--- src/pkg/afp_defines.svh ---
// afp_defines.svh: register offsets, field positions, reset values and timing counts
// assumes: included by bare name; clock 125 MHz
`ifndef AFP_DEFINES_SVH
`define AFP_DEFINES_SVH
`define AFP_CLK_MHZ 125
`define AFP_REG_CTRL 12'h000
`define AFP_REG_SENSE 12'h004
`define AFP_REG_STATUS 12'h008
`define AFP_REG_CHFAULT 12'h00C
`define AFP_CTRL_RESET_BIT 0
`define AFP_CTRL_MODE_LSB 1
`define AFP_CTRL_RESET_VAL 32'h0000_0000
`define AFP_SENSE_RESET_VAL 32'h0000_0000
`define AFP_OVLD_TIME_US 2600
`define AFP_OVLD_CYCLES (`AFP_OVLD_TIME_US * `AFP_CLK_MHZ)
`define AFP_SHORT_TIME_US 15000
`define AFP_SHORT_CYCLES (`AFP_SHORT_TIME_US * `AFP_CLK_MHZ)
`endif

--- src/pkg/afp_pkg.sv ---
// afp_pkg.sv: types shared by the protection block
// assumes: nothing beyond the toolchain
`default_nettype none
package afp_pkg;
	typedef enum logic [1:0] {
		AFP_MODE_BTL = 2'h0,
		AFP_MODE_PBTL = 2'h1,
		AFP_MODE_SE = 2'h2
	} afp_mode_t;
	typedef enum logic [4:0] {
		AFP_ST_GND = 5'h01,
		AFP_ST_RAIL = 5'h02,
		AFP_ST_HOLD = 5'h04,
		AFP_ST_RUN = 5'h08,
		AFP_ST_IDLE = 5'h10
	} afp_state_t;
endpackage
`default_nettype wire

--- src/pkg/afp_ch_if.sv ---
// afp_ch_if.sv: per-channel status between top and channel monitor
// assumes: one clock domain
`default_nettype none
interface afp_ch_if #(parameter int NCH = 4);
	logic [NCH-1:0] limit;
	logic [NCH-1:0] roc_high;
	logic [NCH-1:0] pwm_lost;
	logic clear;
	logic [NCH-1:0] ovld;
	modport top(output limit, output roc_high, output pwm_lost, output clear, input ovld);
	modport mon(input limit, input roc_high, input pwm_lost, input clear, output ovld);
endinterface
`default_nettype wire

--- src/core/afp_prot_top.sv ---
// afp_prot_top.sv: fault protection controller for a four half-bridge power stage
// assumes: analog comparators arrive as synchronous levels; standard APB master
// Functional notes
// - short test runs only once after power-up, never later
// - short found: all bridges hi-z until cleared, then start switching
// - test checks ground shorts first, then rail shorts
// - during test fault output low and reset pin ignored; pulldown_o still follows the reset pin here
// - test only in bridge-tied modes, skipped in single-ended
// - warning low above 125C, released below lower threshold, unlatched
// - above 155C latch shutdown, hi-z, fault low until reset
// - supply undervoltage forces hi-z and fault low, self-recovering
// - reset low forces fault output released
// - fault/warning pin encoding of status
// - global fault stops all switching, latched until reset toggled
// - channel fault stops only affected channels
// - overload latch on long limiting or high programming resistor
// - cycle limiting toggles at half rate, unreported, self-clearing
// - missing pwm hi-z affected channels, unreported, self-clearing
// - bootstrap undervoltage turns off that high side only
// - reset low: all hi-z, weak pulldown in bridge-tied modes
// - reset rising edge restarts and clears overload
// - clip indicator on pulse skipping
//
// Local design decisions: the register offsets and the APB register port.
`include "afp_defines.svh"
`default_nettype none
module afp_prot_top #(
	parameter int NCH = 4,
	parameter int OVLD_CYCLES = `AFP_OVLD_CYCLES,
	parameter int SHORT_CYCLES = `AFP_SHORT_CYCLES
) (
	input wire logic mclk_i,
	input wire logic reset_n_i,
	input wire logic psel_i,
	input wire logic penable_i,
	input wire logic pwrite_i,
	input wire logic [11:0] paddr_i,
	input wire logic [31:0] pwdata_i,
	output logic [31:0] prdata_o,
	output logic pready_o,
	output logic pslverr_o,
	input wire logic amp_reset_n_i,
	input wire logic short_gnd_i,
	input wire logic short_rail_i,
	input wire logic temp_warn_i,
	input wire logic temp_shut_i,
	input wire logic uv_any_i,
	input wire logic [NCH-1:0] ilim_i,
	input wire logic [NCH-1:0] roc_high_i,
	input wire logic [NCH-1:0] pwm_present_i,
	input wire logic [NCH-1:0] boot_uv_i,
	input wire logic [NCH-1:0] pwm_hi_i,
	input wire logic pulse_skip_i,
	output logic [NCH-1:0] hs_on_o,
	output logic [NCH-1:0] ls_on_o,
	output logic [NCH-1:0] pulldown_o,
	output logic fault_oe_o,
	output logic warn_oe_o,
	output logic clip_oe_o,
	output logic switching_o
);
	afp_pkg::afp_state_t state;
	afp_pkg::afp_mode_t mode;
	logic rst_q;
	logic rst_rise;
	logic rst_fall;
	logic thermal_latch;
	logic [31:0] tcnt;
	logic [NCH-1:0] flip;
	logic [NCH-1:0] ch_off;
	logic glob_off;
	logic test_busy;
	logic amp_rst_n;
	logic fault_now;
	logic apb_acc;

	afp_ch_if #(.NCH(NCH)) chif();

	// reset pin reads as the pin anded with the inverse of software's reset bit
	logic sw_rst;
	assign amp_rst_n = amp_reset_n_i & ~sw_rst;
	assign test_busy = (state == afp_pkg::AFP_ST_GND) || (state == afp_pkg::AFP_ST_RAIL) ||
		(state == afp_pkg::AFP_ST_HOLD);

	always_ff @(posedge mclk_i) begin
		if (!reset_n_i) begin
			// idle level of the pin, so no false rising edge follows power-on reset
			rst_q <= 1'b1;
		end else begin
			rst_q <= amp_rst_n;
		end
	end
	// changes on the reset pin are ignored while the short test runs
	assign rst_rise = amp_rst_n && !rst_q && !test_busy;
	assign rst_fall = !amp_rst_n && rst_q && !test_busy;

	assign chif.limit = ilim_i;
	assign chif.roc_high = roc_high_i;
	assign chif.pwm_lost = ~pwm_present_i;
	assign chif.clear = rst_rise;

	afp_ovld_mon #(.NCH(NCH), .OVLD_CYCLES(OVLD_CYCLES)) u_ovld (
		.mclk_i(mclk_i),
		.reset_n_i(reset_n_i),
		.ch(chif.mon)
	);

	// start-up short test: power-on reset is the only entry, pin reset never reruns it
	always_ff @(posedge mclk_i) begin
		if (!reset_n_i) begin
			state <= afp_pkg::AFP_ST_IDLE;
			tcnt <= 32'h0;
		end else begin
			case (state)
				afp_pkg::AFP_ST_IDLE: begin
					tcnt <= 32'h0;
					if (uv_any_i) begin
						state <= afp_pkg::AFP_ST_IDLE;
					end else if (mode == afp_pkg::AFP_MODE_SE) begin
						state <= afp_pkg::AFP_ST_RUN;
					end else begin
						state <= afp_pkg::AFP_ST_GND;
					end
				end
				afp_pkg::AFP_ST_GND: begin
					if (short_gnd_i) begin
						state <= afp_pkg::AFP_ST_HOLD;
					end else if (tcnt >= 32'(SHORT_CYCLES)) begin
						state <= afp_pkg::AFP_ST_RAIL;
						tcnt <= 32'h0;
					end else begin
						tcnt <= tcnt + 32'h1;
					end
				end
				afp_pkg::AFP_ST_RAIL: begin
					if (short_rail_i) begin
						state <= afp_pkg::AFP_ST_HOLD;
					end else if (tcnt >= 32'(SHORT_CYCLES)) begin
						state <= afp_pkg::AFP_ST_RUN;
					end else begin
						tcnt <= tcnt + 32'h1;
					end
				end
				afp_pkg::AFP_ST_HOLD: begin
					tcnt <= 32'h0;
					if (!short_gnd_i && !short_rail_i) begin
						state <= afp_pkg::AFP_ST_RUN;
					end
				end
				afp_pkg::AFP_ST_RUN: begin
					state <= afp_pkg::AFP_ST_RUN;
				end
				default: begin
					state <= afp_pkg::AFP_ST_IDLE;
				end
			endcase
		end
	end

	// thermal shutdown: event wins over the clear from a reset edge
	always_ff @(posedge mclk_i) begin
		if (!reset_n_i) begin
			thermal_latch <= 1'b0;
		end else if (temp_shut_i) begin
			thermal_latch <= 1'b1;
		end else if (rst_fall || (!amp_rst_n && !test_busy)) begin
			thermal_latch <= 1'b0;
		end
	end

	// missing pwm on every channel is global; otherwise per channel
	assign glob_off = thermal_latch || uv_any_i || (&(~pwm_present_i)) ||
		(state != afp_pkg::AFP_ST_RUN) || !amp_rst_n;
	assign ch_off = chif.ovld | ~pwm_present_i;
	// the overload latch clears one edge after the reset rise; masking it avoids a one-cycle fault flash
	assign fault_now = thermal_latch || uv_any_i || ((|chif.ovld) && !rst_rise);

	// cycle limiting flips the output on every clock that pwm_hi_i is high and holds it while pwm_hi_i is low
	always_ff @(posedge mclk_i) begin
		if (!reset_n_i) begin
			flip <= '0;
		end else begin
			flip <= ilim_i & (flip ^ pwm_hi_i);
		end
	end

	genvar g;
	generate
		for (g = 0; g < NCH; g++) begin : g_drv
			always_ff @(posedge mclk_i) begin
				if (!reset_n_i || glob_off || ch_off[g]) begin
					hs_on_o[g] <= 1'b0;
					ls_on_o[g] <= 1'b0;
				end else begin
					hs_on_o[g] <= (ilim_i[g] ? flip[g] : pwm_hi_i[g]) && !boot_uv_i[g];
					ls_on_o[g] <= ilim_i[g] ? !flip[g] : !pwm_hi_i[g];
				end
			end
		end
	endgenerate

	always_ff @(posedge mclk_i) begin
		if (!reset_n_i) begin
			pulldown_o <= '0;
		end else begin
			pulldown_o <= {NCH{!amp_rst_n && mode != afp_pkg::AFP_MODE_SE}};
		end
	end

	// pin outputs: oe high pulls the open-drain line low
	always_ff @(posedge mclk_i) begin
		if (!reset_n_i) begin
			fault_oe_o <= 1'b1;
		end else if (test_busy) begin
			fault_oe_o <= 1'b1;
		end else if (!amp_rst_n) begin
			fault_oe_o <= 1'b0;
		end else if (state == afp_pkg::AFP_ST_IDLE) begin
			fault_oe_o <= 1'b1;
		end else begin
			fault_oe_o <= fault_now;
		end
	end

	always_ff @(posedge mclk_i) begin
		if (!reset_n_i) begin
			warn_oe_o <= 1'b0;
			clip_oe_o <= 1'b0;
			switching_o <= 1'b0;
		end else begin
			// comparator carries its own hysteresis, nothing latched here
			warn_oe_o <= temp_warn_i || temp_shut_i;
			clip_oe_o <= pulse_skip_i;
			switching_o <= !glob_off && (ch_off != {NCH{1'b1}});
		end
	end

	// apb slave, zero wait states
	assign apb_acc = psel_i && penable_i;
	always_ff @(posedge mclk_i) begin
		if (!reset_n_i) begin
			sw_rst <= 1'b0;
			mode <= afp_pkg::AFP_MODE_BTL;
		end else if (apb_acc && pwrite_i && paddr_i == `AFP_REG_CTRL) begin
			sw_rst <= pwdata_i[`AFP_CTRL_RESET_BIT];
			// mode is a strap: taking it only before the test keeps the test decision stable
			if (state == afp_pkg::AFP_ST_IDLE) begin
				mode <= afp_pkg::afp_mode_t'(pwdata_i[`AFP_CTRL_MODE_LSB +: 2]);
			end
		end
	end

	always_ff @(posedge mclk_i) begin
		if (!reset_n_i) begin
			prdata_o <= 32'h0;
			pready_o <= 1'b0;
			pslverr_o <= 1'b0;
		end else begin
			pready_o <= psel_i && !penable_i;
			pslverr_o <= 1'b0;
			prdata_o <= 32'h0;
			if (psel_i && !penable_i) begin
				case (paddr_i)
					`AFP_REG_CTRL: prdata_o <= {29'h0, mode, sw_rst};
					`AFP_REG_STATUS: prdata_o <= {22'h0, state, thermal_latch, uv_any_i,
						test_busy, fault_oe_o, warn_oe_o};
					`AFP_REG_CHFAULT: prdata_o <= {24'h0, 4'(chif.ovld), 4'(~pwm_present_i)};
					default: pslverr_o <= 1'b1;
				endcase
			end
		end
	end
endmodule
`default_nettype wire

--- src/core/afp_olp_mon.sv ---
// afp_olp_mon.sv: per-channel overload latch from sustained current limiting
// assumes: limit flags synchronous to mclk_i
`include "afp_defines.svh"
`default_nettype none
module afp_ovld_mon #(
	parameter int NCH = 4,
	parameter int OVLD_CYCLES = `AFP_OVLD_CYCLES
) (
	input wire logic mclk_i,
	input wire logic reset_n_i,
	afp_ch_if.mon ch
);
	genvar g;
	generate
		for (g = 0; g < NCH; g++) begin : g_ch
			logic [31:0] cnt;
			always_ff @(posedge mclk_i) begin
				if (!reset_n_i || ch.clear || !ch.limit[g]) begin
					cnt <= 32'h0;
				end else if (cnt < 32'(OVLD_CYCLES)) begin
					cnt <= cnt + 32'h1;
				end
			end
			// latch holds until reset is toggled; new event wins over clear
			always_ff @(posedge mclk_i) begin
				if (!reset_n_i) begin
					ch.ovld[g] <= 1'b0;
				end else if (ch.roc_high[g] || cnt >= 32'(OVLD_CYCLES)) begin
					ch.ovld[g] <= 1'b1;
				end else if (ch.clear) begin
					ch.ovld[g] <= 1'b0;
				end
			end
		end
	endgenerate
endmodule
`default_nettype wire

--- config.mk ---
export PLATFORM = sky130hd
export DESIGN_NAME = afp_prot_top
export DESIGN_NICKNAME = d
export VERILOG_FILES = /design/src/pkg/afp_pkg.sv /design/src/pkg/afp_ch_if.sv /design/src/core/afp_prot_top.sv /design/src/core/afp_olp_mon.sv
export VERILOG_INCLUDE_DIRS = /design/src /design/src/pkg
export SDC_FILE = /design/constraint.sdc
export NUM_CORES = 1
export LEC_CHECK = 0
export BUFFER_PORTS_ARGS = -buffer_cell sky130_fd_sc_hd__buf_2
export CORE_MARGIN = 2
export CORE_UTILIZATION = 50
export DETAILED_ROUTE_END_ITERATION = 10
export PLACE_DENSITY = 0.82
export SYNTH_ARGS = -nofsm -noshare
export SYNTH_HDL_FRONTEND = slang
export SYNTH_SLANG_ARGS = --single-unit
export TNS_END_PERCENT = 100
--- constraint.sdc ---
create_clock -name mclk_i -period 2.93 [get_ports mclk_i]
set_clock_uncertainty 0.1 [all_clocks]
set_input_delay 0.293 -clock mclk_i [delete_from_list [all_inputs] [get_ports mclk_i]]
set_output_delay 0.293 -clock mclk_i [all_outputs]
set_load 0.02 [all_outputs]
# == Yosys cells after proc, flatten, opt, wreduce, memory -nomap -nowiden ==
# Index checks and enable logic that the tools add are counted.
# op_classes
shift,0
eq_ne,17
n_reduce_logical,81
bitwise,7
order_cmp,9
n_div,0
mux,32
multipliers,0
add_sub_neg,5
# op_table
op,count
32-bit by 1-bit adder with 32-bit output (second input constant),5
32-bit by 19-bit >= comparator with 1-bit output (second input constant),4
32-bit by 19-bit < comparator with 1-bit output (second input constant),4
32-bit 2-to-1 mux,4
32-bit case mux with 3 select lines,1
32-bit by 21-bit >= comparator with 1-bit output (second input constant),1
5-bit 2-to-1 mux,6
10-bit case mux with 3 select lines,1
1-bit logical NOT,25
5-bit case mux with 5 select lines,1
12-bit by 4-bit == test with 1-bit output (second input constant),2
1-bit logical OR,23
1-bit 2-to-1 mux,18
1-bit logical AND,17
12-bit logical NOT,1
2-bit nonzero test,5
2-bit != test (second input constant),4
4-bit AND reduction,2
3-bit by 2-bit != test with 1-bit output (second input constant),2
5-bit by 1-bit == test with 1-bit output (second input constant),1
5-bit by 2-bit == test with 1-bit output (second input constant),1
5-bit by 3-bit == test with 1-bit output (second input constant),1
5-bit by 4-bit == test with 1-bit output (second input constant),1
5-bit == test (second input constant),1
17 further kinds,20
# totals
in_bits,76
regBits,225
mem_count,0
mem_bits_rw,0
word_cells,182
latch_bits,0
output_inout_bits,50
romBits,0

# == Depth between registers and ports, before layout ==
# logic_depth
ltp_word,10
ltp_mapped,8
mapped_depth_nobuf,7

# == Hierarchy ==
# From an unflattened synthesis, not the netlist that was laid out.
# unflattened
hier_cells,1048
area_unflattened_um2,9071.2
# by_module_without_submodules
module,cells_each,area_per_inst_um2,instances
afp_ovld_mon,617,5510.3,1
afp_prot_top,431,3560.9,1

# == Least setup slack after synthesis ==
# No wires, ideal clock.
# synth_path
path_kind,register to register
from,reg state[1]
to,reg tcnt[5]
path_slack_ns,0.526
setup_time_ns,0.106
t_required_ns,2.724
arrival_time_ns,2.198
path_stages_with_launch,8
synth_period_minus_slack_ns,2.404
cell_sequence,dfxtp_1 > buf_2 > nor4b_2 > a221oi_1 > a2111oi_4 > nand3_1 > or4b_1 > o311ai_0
# synth_via
elab_chain_cells,4
# synth_rtl
element,line_no,rtl
"start, declared",afp_prot_top.sv:62,afp_pkg::afp_state_t state;
"start signal, assigned",afp_prot_top.sv:111,state <= afp_pkg::AFP_ST_IDLE;
"start signal, assigned",afp_prot_top.sv:118,state <= afp_pkg::AFP_ST_IDLE;
"start signal, assigned",afp_prot_top.sv:120,state <= afp_pkg::AFP_ST_RUN;
5-bit by 3-bit == test with 1-bit output or 5-bit == test (tied branches),afp_prot_top.sv:114,case (state)
2-bit OR reduction (no line),n/a,
3-bit nonzero test (no line),n/a,
4-bit AND reduction (no line),n/a,
"end signal, assigned",afp_prot_top.sv:132,tcnt <= tcnt + 32'h1;
"end signal, assigned",afp_prot_top.sv:141,tcnt <= tcnt + 32'h1;
"end, declared",afp_prot_top.sv:68,logic [31:0] tcnt;
# Several ways; a longest one is shown, not always the timed one.
# A chain may end at the register's enable or synchronous reset.

# == Worst setup path after layout ==
# layout_path
from,reg state[1]
to,reg tcnt[17]
# The elaborated chain is that of the path after synthesis.

==> flow_summary.yaml <==
routing:
  drtIter0Drc: 538
  ant_nets: 0
  firstDrtPassIters: 5
  drc: 0
  viasPerCell: 5.53
  drt_wl_total_um: 19400
  wl_per_cell_um: 14.7
  via_count: 7316
clock_tree:
  cts_sinks: 203
  worstSkewPairLatency_ns: 0.50
  cts.path.max_buffers: 3
  cts_made_buffers: 22
  clkTransAtPathRegs_ns: 0.06
  ctsRootBufferMaster: "clkbuf_16"
  h-tree-depth: 1
  cts_tree: "built"
yosys:
  yosysUniqueCellTypes: 62
  async_flop_share: 0
  synth.yosys.seq_area_share: 0.467
  syn_area_um2: 8710
  postSynthAreaPerCell_um2: 8.92
  synth-edff-count: 0
  synth_seq_cells: 203
  ys_warn_count: 0
  syn_inst: 976
  synth_flop_cell: "dfxtp_1"
floorplanning:
  start_util: 0.507
  core_um2: 17200
  rows: 48
  die_y_um: 136
  die_w_um: 136
  io-pin-count: 126
  die-area_um2: 18500
critical_path:
  cp_cell_sequence: "nor2b_1 -> a221oi_1 -> a2111oi_4 -> buf_4 -> o2111ai_1 -> buf_4 -> or4_1 -> a21oi_1"
  start_kind: "flop"
  rr_endpoint: "tcnt[17]"
  crit_path_frequent_cell: "buf_4"
  crit_fanout: 14
  critPathMaxStageDelay_ns: 0.63
  arrival_ns: 3.00
  endpoint_kind: "flop"
  reg2reg_slack_ns: 0.25
  critPathKind: "flop to flop"
  cp_top_family: "compound AO/OA/AOI/OAI gates"
  worst-r2r-cell-count: 8
  cp.required_ns: 3.25
  cp_num_buf_inv: 2
  crit_path_top_delay_cell: "dfxtp_1"
  worstReg2RegStart: "state[1]"
flow_run:
  cap_violations: 0
min_path:
  min_path_type: "input port to flop"
  min_to: "hs_on_o[1]"
  worstHoldStart: "boot_uv_i[1]"
  hold_path_depth: 3
timing:
  max_slew_margin: 0.440
  min_period_ns: 2.68
  slew_viol_final: 0
  rsz0062_at_grt: "false"
  max_slew.worst_pin.slew_ns: 0.832
  clock.fmax_mhz: 373
  fin_ws_ns: 0.247
  setup_viol: 0
  hold_violations: 0
  finalSetupTns_ns: 0
  finalCritPeriodShare: 0.916
global_routing:
  grt_max_degree: 22
  grt_pass1_vias: 6928
  grt_pass1_wl_um: 32300
  antenna_found_initial: 1
  grt.total_usage: 0.212
  gr-total-overflow: 0
finish:
  drive_gt1_frac: 0.135
  num-fill-cells: 1457
  layout_commonest_cell: "dfxtp_1"
  syn_to_final_growth_pct: 18.0
  nNetsFinal: 1165
  finalNonFillerCells: 1322
  final_cell_mix: "dfxtp_1, nor2_1, buf_2"
power_and_ir_drop:
  p_sw_mw: 1.36
  p_int_mw: 4.91
  pwr_density_cell_nw_per_um2: 610
  report.power.total_mw: 6.27
  p_sw_frac: 0.216
  pwr-share-comb: 0.059
  vdd_drop_max_v: 0.000454
  leakage_nw: 4.01
  pwr-share-seq: 0.451
  pwr-share-clk: 0.490
run_status:
  outcome: "finished, final reports clean"
place:
  pre_cts_ws_ns: 0.158
  gp_congestion: 0.861
  placed_cells: 1264
  port_buffers: 74
  dp_hpwl_um: 13100
[cells by family after synthesis]
family,after synthesis,synth area share
muxes,10,0.0115
adders and majority gates,10,0.0144
buffers and inverters,85,0.0486
xor gates and xnor gates,76,0.0764
DFF,203,0.467
AOI/OAI and AO/OA,116,0.0918
other,1,0.000431
and+or+nand+nor,475,0.290
[synth_stat cells (7+ instances only)]
| master | instances | area, µm² |
|---|---|---|
| nor3_1 | 28 | 140 |
| nand3_1 | 48 | 240 |
| nor2b_1 | 7 | 43.8 |
| mux2i_1 | 10 | 100 |
| nor2_1 | 119 | 447 |
| o211ai_1 | 9 | 67.6 |
| xnor2_1 | 33 | 289 |
| inv_1 | 32 | 120 |
| or4_1 | 10 | 75.1 |
| and4_1 | 8 | 70.1 |
| nand4_1 | 30 | 188 |
| and2_1 | 55 | 344 |
| or3_1 | 19 | 119 |
| and3_1 | 37 | 231 |
| nor4_1 | 32 | 200 |
| dfxtp_1 | 203 | 4060 |
| clkbuf_1 | 20 | 75.1 |
| o21ai_0 | 19 | 95.1 |
| a21oi_1 | 37 | 185 |
| xor2_1 | 43 | 377 |
| nand2_1 | 53 | 199 |
| buf_4 | 26 | 195 |
| ha_1 | 10 | 125 |
[worst register-to-register path, delay by kind of cell (launching register included)]
family / cells / cell delay, ns
buffers and inverters: 2 / 0.41
DFF: 1 / 0.63
AOI/OAI and AO/OA: 4 / 0.84
and+or+nand+nor: 2 / 0.62
[cell type report]
| class | instances | area, µm² | share of cell area |
|---|---|---|---|
| antenna | 2 | 5.00 | 0.000487 |
| tap | 225 | 282 | 0.0274 |
| multi-input combinational | 709 | 4310 | 0.419 |
| clock inverter | 10 | 181 | 0.0176 |
| sequential | 203 | 4060 | 0.395 |
| timing repair buffer | 111 | 681 | 0.0662 |
| clock buffer | 30 | 642 | 0.0624 |
| inverter | 32 | 120 | 0.0117 |
[power groups by stage]
stage	combinational [mW]	clock, mW	sequential, mW
6_report	0.371	3.07	2.83
5_1_grt	0.414	3.22	2.83
2_1_floorplan	0.246	0	2.87
3_3_place_gp	0.330	0	2.89
4_1_cts	0.353	3.12	2.83
3_5_place_dp	0.337	0	2.89
[repair_timing]
item                                    CTS  global route
hold buffers                             13             0
buffers inserted                          0             3
gates resized for setup                   0             1
endpoints found under the setup margin    0             9
hold endpoints to repair                 12             0
[stage by stage]
stage | area [µm²] | hold slack, ns | util
2_1_floorplan | 8790 | 0.272 | -
3_3_place_gp | 9300 | 0.336 | 0.541
3_5_place_dp | 9300 | 0.343 | 0.541
4_1_cts | 10200 | 0.00279 | 0.597
5_1_grt | 10300 | 0.0199 | 0.598
6_report | 10300 | 0.0195 | 0.599
[state kept, by name, summed over array words and instances, names as in the netlist]
name,flops
hs_on_o,4
clip_oe_o,1
tcnt,32
flip,4
warn_oe_o,1
u_ovld.g_ch.cnt,128
pready_o,1
sw_rst,1
switching_o,1
pslverr_o,1
fault_oe_o,1
mode,2
state,5
pulldown_o,1
prdata_o,10
rst_q,1
ls_on_o,4
thermal_latch,1
u_ovld.ch.ovld,4
[layer usage]
layer	global-route usage	part of all wire	vias up
met4	0.0712	0.032	0
met3	0.0321	0.051	42
met2	0.361	0.47	197
met1	0.275	0.45	3482
met5	0	0	-
li1	-	-	3595
[worst max-delay path by stage]
stage,from,endpoint,slack (ns),depth (start not counted)
after floorplan,state[1],tcnt[5],0.53,7
after global placement,state[1],tcnt[30],0.21,6
after detailed placement,state[1],tcnt[16],0.16,7
after CTS,state[1],tcnt[30],0.05,6
after global routing,state[1],tcnt[27],0.07,8
final,state[1],tcnt[17],0.25,8
No activity file was read; power rests on OpenSTA's default activity.
